==> config.mk <==
export PLATFORM = sky130hd
export DESIGN_NAME = muxed_host_bus_address_latch
export DESIGN_NICKNAME = d
export VERILOG_FILES = /design/src/hdl/host_port_pkg.sv /design/src/hdl/muxed_host_bus_address_latch.sv /design/src/hdl/strobe_sync.sv
export SDC_FILE = /design/constraint.sdc
export NUM_CORES = 1
export LEC_CHECK = 0
export ABC_AREA = 1
export BUFFER_PORTS_ARGS = -buffer_cell sky130_fd_sc_hd__buf_4
export CAP_MARGIN = 10
export CORE_ASPECT_RATIO = 0.75
export CORE_MARGIN = 8
export CORE_UTILIZATION = 50
export CTS_CLUSTER_SIZE = 16
export DETAILED_ROUTE_END_ITERATION = 8
export GPL_ROUTABILITY_DRIVEN = 0
export PLACE_DENSITY = 0.7
export REMOVE_ABC_BUFFERS = 1
export SETUP_SLACK_MARGIN = 0.05
export SYNTH_ARGS = -nofsm -noshare
export SYNTH_HDL_FRONTEND = slang
export SYNTH_SLANG_ARGS = --single-unit
==> constraint.sdc <==
create_clock -name clk -period 2.8 [get_ports clk]
set_clock_uncertainty 0.1 [all_clocks]
set_input_delay 0.28 -clock clk [delete_from_list [all_inputs] [get_ports clk]]
set_output_delay 0.28 -clock clk [all_outputs]
set_load 0.005 [all_outputs]
==> src/hdl/host_port_pkg.sv <==
// Shared constants and types for the multiplexed host bus port
package host_port_pkg;

  localparam int AD_W     = 16;
  localparam int ADDR_W   = 10;
  localparam int DW       = 32;
  localparam int BYTE_W   = 8;
  localparam int HALF_W   = 16;
  localparam int CNT_W    = 3;

  // Pieces per DWORD in each width
  localparam logic [CNT_W-1:0] PIECES_8  = 3'h4;
  localparam logic [CNT_W-1:0] PIECES_16 = 3'h2;
  localparam logic [CNT_W-1:0] CNT_ONE   = 3'h1;
  localparam logic [CNT_W-1:0] CNT_ZERO  = 3'h0;

  // Cycles after reset before both synchroniser stages and the edge registers hold real pin levels
  localparam int                WARM_W    = 2;
  localparam logic [WARM_W-1:0] WARM_ZERO = 2'h0;
  localparam logic [WARM_W-1:0] WARM_ONE  = 2'h1;
  localparam logic [WARM_W-1:0] WARM_FULL = 2'h3;

  // Pin positions of endianness and FIFO select, one and two above the top address bit
  localparam int SP8_ENDIAN   = 10;
  localparam int SP8_FIFO     = 11;
  localparam int SP16_ENDIAN  = 9;
  localparam int SP16_FIFO    = 10;
  localparam int DP8_ENDIAN   = 2;
  localparam int DP8_FIFO     = 3;
  localparam int DP16_ENDIAN  = 1;
  localparam int DP16_FIFO    = 2;

  localparam logic [ADDR_W-1:0] ADDR_RST = 10'h000;
  localparam logic [AD_W-1:0]   OE_OFF   = 16'hFFFF;
  localparam logic [AD_W-1:0]   OE_ALL   = 16'h0000;
  localparam logic [AD_W-1:0]   OE_LOW8  = 16'hFF00;
  localparam logic [AD_W-1:0]   AD_ZERO  = 16'h0000;
  localparam logic [DW-1:0]     DW_ZERO  = 32'h0000_0000;

  typedef struct packed {
    logic width16;     // 1: 16-bit host bus, 0: 8-bit
    logic enb_mode;    // 1: access_enable plus direction, 0: separate strobes
    logic dual_phase;  // 1: two address phases on the low byte
    logic cs_qual;     // 1: address strobes need chip select
    logic cs_pol;      // Per pin: 1 active high, 0 active low
    logic rd_pol;
    logic wr_pol;
    logic lo_pol;
    logic hi_pol;
  } cfg_t;

  typedef struct packed {
    logic cs;
    logic rd_dir;       // Read strobe, or direction (active = read)
    logic wr_enb;       // Write strobe, or access_enable
    logic address_strobe_low_phase;
    logic address_strobe_high_phase;
  } strobe_t;

  typedef struct packed {
    logic              reg_wr;     // One-cycle DWORD write to registers
    logic              fifo_push;  // One-cycle DWORD push to write data FIFO
    logic [ADDR_W-1:0] addr;       // DWORD-aligned byte address
    logic [DW-1:0]     data;
  } wr_bus_t;

  typedef enum logic {RD_IDLE, RD_DRIVE} rd_state_t;

endpackage : host_port_pkg

==> src/hdl/muxed_host_bus_address_latch.sv <==
// Multiplexed address/data host bus port with address latch and DWORD assembly
`timescale 1ns/100ps
module muxed_host_bus_address_latch
  import host_port_pkg::*;
(
  input  wire logic              clk,
  input  wire logic              nrst,
  input  wire cfg_t              cfg,
  input  wire strobe_t           pins,
  input  wire logic [AD_W-1:0]   ad_in,
  output logic      [AD_W-1:0]   ad_out,
  output logic      [AD_W-1:0]   ad_oe_n,
  input  wire logic [DW-1:0]     rd_data,
  output logic      [ADDR_W-1:0] lat_addr,
  output logic                   big_endian,
  output logic                   fifo_sel,
  output wr_bus_t                wr_bus,
  output logic                   rd_done,
  output logic                   rd_fifo_pop
);

  typedef struct packed {
    logic              lo_prev;
    logic              hi_prev;
    logic              cs_prev;
    logic              wr_prev;
    logic              rd_prev;
    logic [AD_W-1:0]   ad_prev;
    logic [ADDR_W-1:0] addr;
    logic              big_end;
    logic              fifo;
    logic [CNT_W-1:0]  wr_cnt;
    logic [CNT_W-1:0]  rd_cnt;
    logic [DW-1:0]     asm_buf;
    logic [DW-1:0]     hold;
    rd_state_t         rd_st;
    logic [AD_W-1:0]   ad_out;
    logic [AD_W-1:0]   oe_n;
    wr_bus_t           wr;
    logic              rd_done;
    logic              rd_pop;
    logic [WARM_W-1:0] warm;
  } state_t;

  localparam state_t ST_RST = '{
    lo_prev: 1'b0, hi_prev: 1'b0, cs_prev: 1'b0, wr_prev: 1'b0, rd_prev: 1'b0,
    ad_prev: AD_ZERO, addr: ADDR_RST, big_end: 1'b0, fifo: 1'b0,
    wr_cnt: CNT_ZERO, rd_cnt: CNT_ZERO, asm_buf: DW_ZERO, hold: DW_ZERO,
    rd_st: RD_IDLE, ad_out: AD_ZERO, oe_n: OE_OFF,
    wr: '{reg_wr: 1'b0, fifo_push: 1'b0, addr: ADDR_RST, data: DW_ZERO},
    rd_done: 1'b0, rd_pop: 1'b0, warm: WARM_ZERO};

  state_t st_q;
  state_t st_d;

  strobe_t         pins_s;
  logic [AD_W-1:0] ad_s;
  strobe_t         act;
  logic            wr_on;
  logic            rd_on;
  logic            lo_trail;
  logic            hi_trail;
  logic            qual_ok;
  logic            live;
  logic            wr_trail;
  logic            rd_lead;
  logic            rd_trail;
  logic [CNT_W-1:0] pieces;
  logic            w_idx;
  logic [1:0]      b_idx;
  logic [DW-1:0]   src;

  strobe_sync #(.W($bits(strobe_t))) u_sync_pins (
    .clk  (clk),
    .nrst (nrst),
    .d    (pins),
    .q    (pins_s)
  );

  // Bus pins travel with the strobes so they line up in time
  strobe_sync #(.W(AD_W)) u_sync_ad (
    .clk  (clk),
    .nrst (nrst),
    .d    (ad_in),
    .q    (ad_s)
  );

  always_comb
  begin
    act.cs                        = pins_s.cs ~^ cfg.cs_pol;
    act.rd_dir                    = pins_s.rd_dir ~^ cfg.rd_pol;
    act.wr_enb                    = pins_s.wr_enb ~^ cfg.wr_pol;
    act.address_strobe_low_phase  = pins_s.address_strobe_low_phase ~^ cfg.lo_pol;
    act.address_strobe_high_phase = pins_s.address_strobe_high_phase ~^ cfg.hi_pol;
    if (cfg.enb_mode)
    begin
      wr_on = act.wr_enb & ~act.rd_dir;
      rd_on = act.wr_enb & act.rd_dir;
    end
    else
    begin
      wr_on = act.cs & act.wr_enb;
      rd_on = act.cs & act.rd_dir;
    end
    // trailing and leading edges
    // Cleared synchronisers can read as active for some polarities, so edges wait
    live     = (st_q.warm == WARM_FULL);
    lo_trail = live & st_q.lo_prev & ~act.address_strobe_low_phase;
    hi_trail = live & st_q.hi_prev & ~act.address_strobe_high_phase;
    qual_ok  = ~cfg.cs_qual | st_q.cs_prev;
    wr_trail = live & st_q.wr_prev & ~wr_on;
    rd_lead  = live & ~st_q.rd_prev & rd_on;
    rd_trail = live & st_q.rd_prev & ~rd_on;
    pieces   = cfg.width16 ? PIECES_16 : PIECES_8;
    // big endian flips the lane index
    w_idx    = st_q.addr[1] ^ st_q.big_end;
    b_idx    = st_q.addr[1:0] ^ {2{st_q.big_end}};
    // Live value is held from the first piece on
    src      = (st_q.rd_cnt == CNT_ZERO) ? rd_data : st_q.hold;
  end

  always_comb
  begin
    st_d            = st_q;
    st_d.lo_prev    = act.address_strobe_low_phase;
    st_d.hi_prev    = act.address_strobe_high_phase;
    st_d.cs_prev    = act.cs;
    st_d.wr_prev    = wr_on;
    st_d.rd_prev    = rd_on;
    st_d.ad_prev    = ad_s;
    st_d.wr.reg_wr    = 1'b0;
    st_d.wr.fifo_push = 1'b0;
    st_d.rd_done    = 1'b0;
    st_d.rd_pop     = 1'b0;
    if (st_q.warm != WARM_FULL)
      st_d.warm = st_q.warm + WARM_ONE;

    if (!cfg.dual_phase && lo_trail && qual_ok)
    begin
      if (cfg.width16)
      begin
        st_d.addr    = {st_q.ad_prev[8:0], 1'b0};
        st_d.big_end = st_q.ad_prev[SP16_ENDIAN];
        st_d.fifo    = st_q.ad_prev[SP16_FIFO];
      end
      else
      begin
        st_d.addr    = st_q.ad_prev[ADDR_W-1:0];
        st_d.big_end = st_q.ad_prev[SP8_ENDIAN];
        st_d.fifo    = st_q.ad_prev[SP8_FIFO];
      end
    end

    // dual phase, low byte pins only
    if (cfg.dual_phase && lo_trail && qual_ok)
    begin
      if (cfg.width16)
        st_d.addr[8:0] = {st_q.ad_prev[7:0], 1'b0};
      else
        st_d.addr[7:0] = st_q.ad_prev[7:0];
    end
    if (cfg.dual_phase && hi_trail && qual_ok)
    begin
      if (cfg.width16)
      begin
        st_d.addr[9]  = st_q.ad_prev[0];
        st_d.big_end  = st_q.ad_prev[DP16_ENDIAN];
        st_d.fifo     = st_q.ad_prev[DP16_FIFO];
      end
      else
      begin
        st_d.addr[9:8] = st_q.ad_prev[1:0];
        st_d.big_end   = st_q.ad_prev[DP8_ENDIAN];
        st_d.fifo      = st_q.ad_prev[DP8_FIFO];
      end
    end

    if (wr_trail)
    begin
      if (cfg.width16)
        st_d.asm_buf[{w_idx, 4'h0} +: HALF_W] = st_q.ad_prev;
      else
        st_d.asm_buf[{b_idx, 3'h0} +: BYTE_W] = st_q.ad_prev[BYTE_W-1:0];
      st_d.wr_cnt = st_q.wr_cnt + CNT_ONE;
      // full DWORD goes to registers or FIFO
      if (st_d.wr_cnt == pieces)
      begin
        st_d.wr_cnt       = CNT_ZERO;
        st_d.wr.data      = st_d.asm_buf;
        st_d.wr.addr      = {st_q.addr[ADDR_W-1:2], 2'b00};
        st_d.wr.reg_wr    = ~st_q.fifo;
        st_d.wr.fifo_push = st_q.fifo;
      end
    end

    case (st_q.rd_st)
      RD_IDLE:
      begin
        // drive selected piece at cycle start
        if (rd_lead)
        begin
          st_d.hold  = src;
          st_d.rd_st = RD_DRIVE;
          if (cfg.width16)
          begin
            st_d.ad_out = src[{w_idx, 4'h0} +: HALF_W];
            st_d.oe_n   = OE_ALL;
          end
          else
          begin
            st_d.ad_out = {8'h00, src[{b_idx, 3'h0} +: BYTE_W]};
            st_d.oe_n   = OE_LOW8;
          end
        end
      end
      RD_DRIVE:
      begin
        if (rd_trail)
        begin
          st_d.rd_st  = RD_IDLE;
          st_d.oe_n   = OE_OFF;
          st_d.rd_cnt = st_q.rd_cnt + CNT_ONE;
          // last piece ends the DWORD read
          if (st_d.rd_cnt == pieces)
          begin
            st_d.rd_cnt  = CNT_ZERO;
            st_d.rd_done = ~st_q.fifo;
            st_d.rd_pop  = st_q.fifo;
          end
        end
      end
      default:
      begin
        st_d.rd_st = RD_IDLE;
        st_d.oe_n  = OE_OFF;
      end
    endcase
  end

  // address held until reset or new latch
  always_ff @(posedge clk)
  begin
    if (!nrst)
      st_q <= ST_RST;
    else
      st_q <= st_d;
  end

  assign ad_out      = st_q.ad_out;
  assign ad_oe_n     = st_q.oe_n;
  assign lat_addr    = st_q.addr;
  assign big_endian  = st_q.big_end;
  assign fifo_sel    = st_q.fifo;
  assign wr_bus      = st_q.wr;
  assign rd_done     = st_q.rd_done;
  assign rd_fifo_pop = st_q.rd_pop;

  property p_upper_quiet;
    @(posedge clk) disable iff (!nrst)
    !cfg.width16 |-> (ad_oe_n[15:8] == 8'hFF);
  endproperty
  a_upper_quiet: assert property (p_upper_quiet)
    else $error("upper pins driven in 8-bit mode");

  property p_addr_hold;
    @(posedge clk) disable iff (!nrst)
    !lo_trail && !hi_trail |=> $stable(lat_addr);
  endproperty
  a_addr_hold: assert property (p_addr_hold)
    else $error("address changed without a strobe");

  property p_qualify;
    @(posedge clk) disable iff (!nrst)
    cfg.cs_qual && !st_q.cs_prev |=> $stable(lat_addr) && $stable(fifo_sel);
  endproperty
  a_qualify: assert property (p_qualify)
    else $error("address latched without chip select");

  property p_sp8_map;
    @(posedge clk) disable iff (!nrst)
    !cfg.dual_phase && !cfg.width16 && lo_trail && qual_ok
      |=> lat_addr == $past(st_q.ad_prev[9:0]) && big_endian == $past(st_q.ad_prev[10]);
  endproperty
  a_sp8_map: assert property (p_sp8_map)
    else $error("single-phase 8-bit mapping wrong");

  property p_word_addr;
    @(posedge clk) disable iff (!nrst)
    cfg.width16 && !cfg.dual_phase && lo_trail && qual_ok |=> lat_addr[0] == 1'b0;
  endproperty
  a_word_addr: assert property (p_word_addr)
    else $error("16-bit address not word aligned");

  property p_route;
    @(posedge clk) disable iff (!nrst)
    wr_bus.fifo_push || rd_fifo_pop |-> fifo_sel && !wr_bus.reg_wr && !rd_done;
  endproperty
  a_route: assert property (p_route)
    else $error("FIFO access not routed to FIFO");

  property p_drive_start;
    @(posedge clk) disable iff (!nrst)
    rd_lead && st_q.rd_st == RD_IDLE |=> ad_oe_n[0] == 1'b0 [*1] ##1 (rd_on ? !ad_oe_n[0] : 1'b1);
  endproperty
  a_drive_start: assert property (p_drive_start)
    else $error("read data not driven at cycle start");

  property p_release;
    @(posedge clk) disable iff (!nrst)
    rd_trail |=> ad_oe_n == OE_OFF;
  endproperty
  a_release: assert property (p_release)
    else $error("pins still driven after read");

  property p_dword_write;
    @(posedge clk) disable iff (!nrst)
    wr_bus.reg_wr || wr_bus.fifo_push
      |-> $past(wr_trail) && $past(st_q.wr_cnt) == pieces - CNT_ONE;
  endproperty
  a_dword_write: assert property (p_dword_write)
    else $error("DWORD write before all pieces");

  property p_warm_quiet;
    @(posedge clk) disable iff (!nrst)
    st_q.warm != WARM_FULL |=> ad_oe_n == OE_OFF && !wr_bus.reg_wr && !wr_bus.fifo_push;
  endproperty
  a_warm_quiet: assert property (p_warm_quiet)
    else $error("bus answered before synchronisers filled");

endmodule : muxed_host_bus_address_latch

==> src/hdl/strobe_sync.sv <==
// Two-stage synchroniser for a group of asynchronous host pins
`timescale 1ns/100ps
module strobe_sync #(
  parameter int W = 1
) (
  input  wire logic         clk,
  input  wire logic         nrst,
  input  wire logic [W-1:0] d,
  output logic      [W-1:0] q
);

  typedef struct packed {
    logic [W-1:0] s1;
    logic [W-1:0] s2;
  } sync_t;

  sync_t st_q;
  sync_t st_d;

  // First stage feeds only the second
  always_comb
  begin
    st_d    = st_q;
    st_d.s1 = d;
    st_d.s2 = st_q.s1;
  end

  always_ff @(posedge clk)
  begin
    if (!nrst)
      st_q <= '0;
    else
      st_q <= st_d;
  end

  assign q = st_q.s2;

endmodule : strobe_sync

Word level (Yosys, flattened, before mapping):

Cells that the tools add are included.

* $add $sub $neg: 5
* eq/ne operators: 6
* shift operators: 6
* muxes and demuxes: 25
* bitwise logic cells: 31
* reduce and logical (&&, ||, !) cells: 16

Operators with widths (number)
* 32-bit 2-to-1 mux: 3
* 32-bit bitwise mux: 2
* 33-bit 2-to-1 mux: 1
* 16-bit case mux with 2 select lines: 1
* 16-bit by 7-bit variable shift with 32-bit output (first input constant): 1
* 8-bit by 7-bit variable shift with 32-bit output (first input constant): 1
* 16-bit by 7-bit indexed part select with 32-bit output: 1
* 32-bit by 6-bit indexed part select with 16-bit output: 1
* 32-bit by 6-bit indexed part select with 8-bit output: 1
* 8-bit by 7-bit indexed part select with 32-bit output: 1
* 12-bit 2-to-1 mux: 2
* 16-bit 2-to-1 mux: 1
* 1-bit bitwise AND: 14
* 5-bit negator with 7-bit output: 2
* 3-bit 2-to-1 mux: 3
* 9-bit 2-to-1 mux: 1
* 1-bit NOT: 9
* 8-bit 2-to-1 mux: 1
* 2-bit AND reduction: 4
* 3-bit by 1-bit adder with 3-bit output (second input constant): 2
* 3-bit equality test: 2
* 1-bit logical AND: 6
* 1-bit 2-to-1 mux: 6
* 2-bit 2-to-1 mux: 3
* 14 further kinds: 20

* register bits: 224

Depth between registers and ports, before layout:

Gate-level depths: netlist of the first run.

* depth in word-level cells: 10
* gate-level depth with buffers: 15
* mapped depth without buffers: 13

Cells and area by module:

From an unflattened synthesis of the first run, not the netlist that was laid out.

* cell total of the unflattened synthesis: 1641
* area, all modules: 10543.9 um^2

Modules (own cells, without submodules)
* muxed_host_bus_address_latch: times used 1, cells each 1511, area an instance 9342.7 um^2, seq. area each 3363.2 um^2
* strobe_sync (u_sync_ad): times used 1, cells each 99, area an instance 914.6 um^2, seq. area each 640.6 um^2
* strobe_sync (u_sync_pins): times used 1, cells each 31, area an instance 286.5 um^2, seq. area each 200.2 um^2

Worst setup path after synthesis of the first run:

No wires, ideal clock.

* kind: reg2reg
* start point: register st_q (netlist bit big_endian)
* end point: register st_q[138] in the netlist's numbering
* arrival time: 2.059 ns
* data required time: 2.584 ns
* setup slack: 0.525 ns
* stages on the path, launching flop included: 14
* buffers on the path: 2
* period minus slack after synthesis: 2.275 ns
* cell sequence: dfxtp_1 -> nand2_1 -> nand2_1 -> buf_4 -> buf_6 -> inv_1 -> ha_1 -> clkinv_1 -> nand2_1 -> nor2_1 -> a21oi_1 -> o21ai_0 -> nor2_1 -> nor2_1

* word-level cells in the longest chain between the ends: 5
* elaborated cells between the ends (all ways): 11

Ends and longest elaborated chain
* start: declaration: line muxed_host_bus_address_latch.sv:53 `state_t st_q;`
* start signal: assignment: line muxed_host_bus_address_latch.sv:246 `st_q <= st_d;`
* 1-bit XOR or 2-bit XOR (tied branches): line muxed_host_bus_address_latch.sv:116, muxed_host_bus_address_latch.sv:117
* 5-bit negator with 7-bit output (on tied branches): line muxed_host_bus_address_latch.sv:181, muxed_host_bus_address_latch.sv:183
* 16-bit by 7-bit indexed part select with 32-bit output (tied with other cells): line muxed_host_bus_address_latch.sv:181 `st_d.asm_buf[{w_idx, 4'h0} +: HALF_W] = st_q.ad_prev;`
* 32-bit bitwise mux (on tied branches): line muxed_host_bus_address_latch.sv:181, muxed_host_bus_address_latch.sv:183
* 32-bit 2-to-1 mux *: line muxed_host_bus_address_latch.sv:180 `if (cfg.width16)`

Mark *: on every way between the ends. The rest lies on a longest branch, timed or not.
A chain may end at the register's enable or synchronous reset.

Worst setup path after layout of the first run:

* start point: register st_q (netlist bit big_endian)
* end point: register st_q[141] in the netlist's numbering

The elaborated chain is that of the path after synthesis.

==> metrics.txt, run 1 <==
# TYPE chip_impl_metric gauge
chip_impl_info{name="outcome",value="complete, no violations"} 1
chip_impl_metric{name="timing.final.crit_share",unit=""} 0.848
chip_impl_metric{name="cts.clk_slew.worst_paths",unit="ns"} 0.06
chip_impl_metric{name="fp.dieH",unit="um"} 142
chip_impl_metric{name="max-cap-violations",unit=""} 0
chip_impl_metric{name="syn-mean-instance-area",unit="sq um"} 6.67
chip_impl_info{name="synth.top_cells.by_area",value="sky130_fd_sc_hd__dfxtp_1, sky130_fd_sc_hd__nand2_1, sky130_fd_sc_hd__nor2_1, sky130_fd_sc_hd__nand3_1, sky130_fd_sc_hd__buf_4"} 1
chip_impl_metric{name="final.min_clock_period",unit="ns"} 2.38
chip_impl_info{name="hp-class",value="primary input to flip-flop"} 1
chip_impl_metric{name="post_cts_resized",unit=""} 0
chip_impl_metric{name="yosysSeqAreaShare",unit=""} 0.398
chip_impl_metric{name="design.die.area",unit="sq mm"} 0.0261
chip_impl_metric{name="drt-pass1-iter-count",unit=""} 5
chip_impl_metric{name="clock_path_buffers",unit=""} 3
chip_impl_metric{name="cts.hold.buffers_added",unit=""} 23
chip_impl_info{name="grt_setup_unrepaired",value="false"} 1
chip_impl_metric{name="grt_start_max_net_pins",unit=""} 108
chip_impl_metric{name="crit_required",unit="ns"} 3.09
chip_impl_metric{name="drt-wirelength-per-cell",unit="um"} 14.1
chip_impl_metric{name="fp.dieW",unit="um"} 184
chip_impl_metric{name="power.density",unit="mW/mm^2"} 542
chip_impl_metric{name="final-max-slew-violation-count",unit=""} 0
chip_impl_metric{name="synthesis.area",unit="sq mm"} 0.0106
chip_impl_info{name="synth_flop_cell",value="sky130_fd_sc_hd__dfxtp_1"} 1
chip_impl_metric{name="clock_tree.htree_level_count",unit=""} 1
chip_impl_metric{name="p_leak",unit="nW"} 5.94
chip_impl_metric{name="worstPathArrival",unit="ns"} 2.66
chip_impl_metric{name="switchingPower",unit="mW"} 1.58
chip_impl_metric{name="antenna-diode-count",unit=""} 0
chip_impl_metric{name="place.detailed.hpwl",unit="mm"} 18.4
chip_impl_metric{name="clock_network_fraction_of_design_power",unit=""} 0.431
chip_impl_metric{name="tightestPinTransition",unit="ns"} 0.658
chip_impl_metric{name="power_report.internal_total",unit="mW"} 4.98
chip_impl_metric{name="seq_area",unit="sq mm"} 0.00420
chip_impl_info{name="timing.critical_path.from_type",value="flip-flop"} 1
chip_impl_metric{name="row_count",unit=""} 46
chip_impl_metric{name="grt_overflow",unit=""} 0
chip_impl_metric{name="detail_route.drc_violations",unit=""} 0
chip_impl_metric{name="nets",unit=""} 1710
chip_impl_metric{name="post_route_cells_drive_above_1_share",unit=""} 0.139
chip_impl_info{name="leading_area_contributor_after_synthesis",value="sky130_fd_sc_hd__dfxtp_1"} 1
chip_impl_metric{name="logic_gate_share_of_total_power",unit=""} 0.091
chip_impl_metric{name="synthesis_to_finish_area_growth",unit="%"} 14.4
chip_impl_metric{name="grt_first_pass_wirelength",unit="mm"} 44.3
chip_impl_metric{name="core-area",unit="sq mm"} 0.0210
chip_impl_metric{name="post-synth-top-area-fraction",unit=""} 0.398
chip_impl_metric{name="final.setup.tns",unit="ns"} 0
chip_impl_metric{name="postCtsSetupRepairBufs",unit=""} 0
chip_impl_info{name="worst-setup-path-type",value="flip-flop to flip-flop"} 1
chip_impl_metric{name="skew_pair_late_insertion_delay",unit="ns"} 0.50
chip_impl_metric{name="critical-path-max-stage-delay",unit="ns"} 0.43
chip_impl_metric{name="post_synth_inst_count",unit=""} 1584
chip_impl_metric{name="synthArstFlopShare",unit=""} 0
chip_impl_metric{name="initial_utilization",unit=""} 0.504
chip_impl_metric{name="grt.total_usage",unit=""} 0.204
chip_impl_metric{name="antenna_found_initial",unit=""} 0
chip_impl_info{name="root_driver",value="sky130_fd_sc_hd__clkbuf_16"} 1
chip_impl_metric{name="crit_fanout",unit=""} 9
chip_impl_info{name="synth_commonest_cells",value="sky130_fd_sc_hd__nand2_1, sky130_fd_sc_hd__nor2_1, sky130_fd_sc_hd__dfxtp_1, sky130_fd_sc_hd__inv_1, sky130_fd_sc_hd__nand3_1"} 1
chip_impl_info{name="endpoint_kind",value="flip-flop"} 1
chip_impl_metric{name="ioPinCount",unit=""} 154
chip_impl_metric{name="initialDrtViolationCount",unit=""} 857
chip_impl_metric{name="vdd_ir_drop_max",unit="mV"} 0.378
chip_impl_info{name="timing.critical_path.slowest_stage_cell",value="sky130_fd_sc_hd__dfxtp_1"} 1
chip_impl_metric{name="synth_cell_type_count",unit=""} 37
chip_impl_info{name="tritoncts",value="built"} 1
chip_impl_info{name="yosys.cell_count.top_type",value="sky130_fd_sc_hd__nand2_1"} 1
chip_impl_metric{name="multi_input_area",unit="sq mm"} 0.00469
chip_impl_metric{name="relSlewSlack",unit=""} 0.560
chip_impl_metric{name="vias_per_cell",unit=""} 4.91
chip_impl_metric{name="hold_viol_final",unit=""} 0
chip_impl_metric{name="clock_sink_count",unit=""} 210
chip_impl_metric{name="switch_share",unit=""} 0.241
chip_impl_metric{name="synth_edf_count",unit=""} 0
chip_impl_metric{name="grt_pass1_vias",unit=""} 8555
chip_impl_metric{name="ant_nets",unit=""} 0
chip_impl_metric{name="ys_ff_latch",unit=""} 210
chip_impl_metric{name="fmax",unit="MHz"} 421
chip_impl_metric{name="vias",unit=""} 9523
chip_impl_metric{name="postRouteWirelength",unit="mm"} 27.4
chip_impl_metric{name="hold_slack",unit="ns"} 0.0328
chip_impl_metric{name="fillers",unit=""} 2099
chip_impl_metric{name="synth_warnings",unit=""} 0
chip_impl_metric{name="final_util",unit=""} 0.577
chip_impl_metric{name="sequentialPowerShare",unit=""} 0.478
chip_impl_metric{name="final_setup_violation_count",unit=""} 0
chip_impl_metric{name="cts-buffers-inserted",unit=""} 23
chip_impl_info{name="cp_cell_sequence",value="inv_2 -> nand2_1 -> nand2_1 -> ha_1 -> clkinv_1 -> nand2_1 -> nor2_1 -> a21oi_1 -> o21ai_0 -> nor2_1 -> nor2_1"} 1
chip_impl_metric{name="port_buffers",unit=""} 151
==> worst max-delay path: cells and delay by family, from the launching register on <==
kind | cells | cell delay [ns]
buffers and inverters | 2 | 0.31
AO/OA/AOI/OAI | 2 | 0.28
adder cells (fa/ha/maj) | 1 | 0.34
flip-flops | 1 | 0.43
AND/OR/NAND/NOR | 6 | 0.81
==> per-layer routing <==
layer | track usage | share of wire | vias to the layer above
met3 | 0.0378 | 0.073 | 37
met2 | 0.321 | 0.44 | 289
li1 | - | - | 4927
met1 | 0.287 | 0.47 | 4270
met4 | 0.0445 | 0.017 | 0
met5 | 0 | 0 | -
==> layout by cell type (no fill, tap or decap), drive strengths merged <==
cell type    netlist  routed
a21boi             1       1
dlygate4sd3        0      23
a211oi             2       2
conb               1       2
mux2i              1       1
xor2               3       3
nand4              8       8
and3               1       1
nor2             268     268
nand2            431     431
nor3b              8       8
ha                 9       9
clkbuf            34      36
o21ai             88      88
dfxtp            210     210
xnor2              3       3
nand3            150     150
nand3b            22      22
buf              131     169
inv              159     159
a21oi             48      48
clkinv             3       7
nor3               3       3
==> per-stage QoR <==
| stage | total power, mW | area, sq um | setup WS (ns) | cells |
|---|---|---|---|---|
| after detailed placement | 3.77 | 11200 | 0.484 | 1877 |
| after CTS | 6.62 | 12100 | 0.462 | 1940 |
| final | 6.55 | 12100 | 0.424 | 1940 |
| after floorplan | 3.50 | 9500 | 0.0433 | 1420 |
| after global placement | 3.75 | 11200 | 0.515 | 1877 |
| after global routing | 6.84 | 12100 | 0.208 | 1940 |
==> logic make-up after synthesis <==
| logic type | after synthesis | share of synthesized area |
|---|---|---|
| XOR/XNOR | 6 | 0.00569 |
| flip-flops | 210 | 0.398 |
| adder cells (fa/ha/maj) | 9 | 0.0107 |
| multiplexers | 1 | 0.000948 |
| other | 1 | 0.000355 |
| buffers and inverters | 327 | 0.158 |
| AO/OA/AOI/OAI | 139 | 0.0666 |
| AND/OR/NAND/NOR | 891 | 0.360 |
==> worst paths after layout <==
kind                  startpoint          endpoint  slack (ns)  depth (start not counted)
setup / recovery      big_endian         st_q[141]        0.42                         11
hold / removal              nrst  u_sync_pins.q[2]        0.03                          3
setup reg to reg      big_endian         st_q[141]        0.42                         11
hold reg to reg   u_sync_ad.q[8]         st_q[171]        0.30                          2
==> sequential cells by signal (all words and copies together) (netlist names) <==
| signal | flops |
|---|---|
| u_sync_ad.q | 16 |
| u_sync_pins.q | 5 |
| rd_done | 1 |
| wr_bus | 42 |
| ad_oe_n | 2 |
| st_q | 94 |
| rd_fifo_pop | 1 |
| lat_addr | 10 |
| fifo_sel | 1 |
| ad_out | 16 |
| u_sync_pins.st_d | 5 |
| u_sync_ad.st_d | 16 |
| big_endian | 1 |
==> layout make-up <==
type / count / share of cell area
repair buffers: 192 / 0.126
multi-input cells: 1048 / 0.388
clock inverters: 4 / 0.00166
well taps: 288 / 0.0298
clock buffers: 36 / 0.0558
inverters: 162 / 0.0503
flip-flops and latches: 210 / 0.348
==> power by group through the flow <==
stage / Sequential (mW) / Clock, mW / Combinational [mW]
global route: 3.14 / 3.02 / 0.674
global placement: 3.20 / 0 / 0.558
finish: 3.13 / 2.83 / 0.594
CTS: 3.13 / 2.89 / 0.594
floorplan: 3.19 / 0 / 0.312
detailed placement: 3.20 / 0 / 0.567
Power figures use the tool's default switching activity.
==> run 2, diff against run 1 <==
Clock period 2.8 ns to 2.2 ns, I/O delays scaled along.
==> run 2 against run 1 <==
Against the previous run: wire length increased by 2.5%; worst setup slack lost 0.21 ns; final cell count is 1.3% higher; worst hold slack lost 0.011 ns; via count up 1.6%; count of clock-buffer cells in the layout down 6; sequential share of layout area is 0.90 points lower; sequential power grew 27%; critical endpoint is now st_q[120]; largest cell class unchanged; highest routed layer unchanged.
==> metrics.txt, run 2 (same netlist as run 1, synthesis figures left out) <==
# TYPE chip_impl_metric gauge
chip_impl_info{name="outcome",value="complete, no violations"} 1
chip_impl_info{name="dr.max_layer_used",value="met4"} 1
chip_impl_metric{name="grt.total_usage",unit=""} 0.213
chip_impl_metric{name="ant_nets",unit=""} 0
chip_impl_metric{name="initialDrtViolationCount",unit=""} 895
chip_impl_info{name="timing.critical_path.from_type",value="flip-flop"} 1
chip_impl_info{name="hp-class",value="primary input to flip-flop"} 1
chip_impl_info{name="root_driver",value="sky130_fd_sc_hd__clkbuf_16"} 1
chip_impl_metric{name="initial_utilization",unit=""} 0.504
chip_impl_metric{name="post_layout_nonfiller_instances",unit=""} 1966
chip_impl_metric{name="drt-met1-wl",unit="mm"} 13.0
chip_impl_info{name="layout.cells.most_common_list",value="sky130_fd_sc_hd__nand2_1, sky130_fd_sc_hd__nor2_1, sky130_fd_sc_hd__dfxtp_1"} 1
chip_impl_metric{name="drt-pass1-iter-count",unit=""} 5
chip_impl_metric{name="placement.setup.worst_slack",unit="ns"} 0.194
chip_impl_metric{name="antenna_found_initial",unit=""} 0
chip_impl_metric{name="final_setup_violation_count",unit=""} 0
chip_impl_metric{name="power.density",unit="mW/mm^2"} 698
chip_impl_metric{name="grt_first_pass_wirelength",unit="mm"} 45.9
chip_impl_metric{name="setup_ws",unit="ns"} 0.219
chip_impl_metric{name="row_count",unit=""} 46
chip_impl_metric{name="final.min_clock_period",unit="ns"} 1.98
chip_impl_metric{name="place.detailed.hpwl",unit="mm"} 19.2
chip_impl_metric{name="fp.dieH",unit="um"} 142
chip_impl_metric{name="grt_overflow",unit=""} 0
chip_impl_metric{name="clock_path_buffers",unit=""} 3
chip_impl_metric{name="p_leak",unit="nW"} 6.10
chip_impl_metric{name="hold_viol_final",unit=""} 0
chip_impl_metric{name="critical-path-max-stage-delay",unit="ns"} 0.37
chip_impl_metric{name="postCtsSetupRepairBufs",unit=""} 0
chip_impl_metric{name="skew_pair_late_insertion_delay",unit="ns"} 0.51
chip_impl_metric{name="vias",unit=""} 9675
chip_impl_metric{name="cts.clk_slew.worst_paths",unit="ns"} 0.06
chip_impl_metric{name="crit_fanout",unit=""} 8
chip_impl_metric{name="fmax",unit="MHz"} 505
chip_impl_metric{name="vdd_ir_drop_max",unit="mV"} 0.489
chip_impl_metric{name="design_area",unit="sq mm"} 0.0124
chip_impl_metric{name="crit_required",unit="ns"} 2.55
chip_impl_metric{name="grt_start_max_net_pins",unit=""} 80
chip_impl_info{name="grt_setup_unrepaired",value="true"} 1
chip_impl_metric{name="postRouteWirelength",unit="mm"} 28.1
chip_impl_metric{name="pnr_total_power",unit="mW"} 8.66
chip_impl_metric{name="synthesis_to_finish_area_growth",unit="%"} 17.5
chip_impl_metric{name="antenna-diode-count",unit=""} 0
chip_impl_metric{name="max-cap-violations",unit=""} 0
chip_impl_metric{name="nets",unit=""} 1735
chip_impl_metric{name="clock_sink_count",unit=""} 210
chip_impl_metric{name="relSlewSlack",unit=""} 0.617
chip_impl_metric{name="clock_tree.htree_level_count",unit=""} 1
chip_impl_metric{name="ioPinCount",unit=""} 154
chip_impl_metric{name="worstPathArrival",unit="ns"} 2.33
chip_impl_info{name="endpoint_kind",value="flip-flop"} 1
chip_impl_metric{name="port_buffers",unit=""} 151
chip_impl_info{name="layout_commonest_cell",value="sky130_fd_sc_hd__nand2_1"} 1
chip_impl_metric{name="detail_route.drc_violations",unit=""} 0
chip_impl_info{name="cp_cell_sequence",value="buf_4 -> nand2_1 -> nand2_2 -> ha_1 -> clkinv_1 -> nor3_2 -> buf_4 -> nand4_1 -> nand3_1 -> nor2_1 -> nor2_1"} 1
chip_impl_metric{name="grt_pass1_vias",unit=""} 9017
chip_impl_metric{name="core-area",unit="sq mm"} 0.0210
chip_impl_info{name="worst-setup-path-type",value="flip-flop to flip-flop"} 1
chip_impl_info{name="timing.critical_path.slowest_stage_cell",value="sky130_fd_sc_hd__dfxtp_2"} 1
chip_impl_metric{name="drt-wirelength-per-cell",unit="um"} 14.3
chip_impl_metric{name="met3WireLength",unit="mm"} 2.31
chip_impl_metric{name="cts-buffers-inserted",unit=""} 22
chip_impl_metric{name="largest_reg_flops",unit=""} 94
chip_impl_metric{name="dr_wl_met2",unit="mm"} 12.3
chip_impl_metric{name="design.die.area",unit="sq mm"} 0.0261
chip_impl_metric{name="place.detailed.instances",unit=""} 1901
chip_impl_metric{name="fp.dieW",unit="um"} 184
chip_impl_metric{name="postPlaceCellArea",unit="sq mm"} 0.0114
chip_impl_metric{name="timing.final.crit_share",unit=""} 0.901
chip_impl_info{name="largest_register",value="st_q"} 1
chip_impl_metric{name="vias_per_cell",unit=""} 4.92
chip_impl_info{name="tritoncts",value="built"} 1
chip_impl_metric{name="timing.reg2reg.setup_slack",unit="ns"} 0.22
chip_impl_metric{name="post_route_cells_drive_above_1_share",unit=""} 0.156
chip_impl_metric{name="tightestPinTransition",unit="ns"} 0.574
chip_impl_metric{name="final-max-slew-violation-count",unit=""} 0
[run 2: cell type report]
type	instances	area, sq um
clock inverter	10	130
fill	2010	8540
tap	288	360
clock buffer	30	622
inverter	162	608
multi-input combinational	1048	4710
timing repair buffer	218	1770
sequential	210	4210
[run 2: worst paths after layout]
check,startpoint,to,cells past startpoint
worst min register to register,u_sync_ad.q[1],st_q[164],2
worst min-delay path,rd_data[0],st_q[81],5
worst max-delay path,big_endian,st_q[120],11
worst max register to register,big_endian,st_q[120],11
[run 2: through the flow]
step | TNS, ns | util | hold WS (ns)
2_1_floorplan | -26.11 | - | 0.213
3_3_place_gp | 0 | 0.543 | 0.293
3_5_place_dp | 0 | 0.543 | 0.297
4_1_cts | 0 | 0.591 | 0.0137
5_1_grt | 0 | 0.592 | 0.0433
6_report | 0 | 0.592 | 0.0218
[run 2: per-layer routing]
metal	vias to the layer above	track usage
li1	4973	-
met1	4351	0.293
met2	318	0.335
met3	33	0.0455
met4	0	0.0496
met5	-	0
[run 2: where the power goes]
| group | internal [mW] | total [mW] | switching, mW |
|---|---|---|---|
| logic | 0.335 | 0.783 | 0.448 |
| clock network | 2.34 | 3.89 | 1.55 |
| registers | 3.92 | 3.99 | 0.0649 |
[run 2: worst max-delay path: cells and delay by family, from the launching register on]
kind,cells,cell delay [ns]
DFF,1,0.37
and+or+nand+nor,7,0.82
adders and majority gates,1,0.17
buffers and inverters,3,0.46
[run 2: what timing repair did]
action,4_1_cts,5_1_grt
setup endpoints to repair,0,41
endpoints found under the hold margin,34,0
gates resized for setup,0,9
hold buffers,25,0
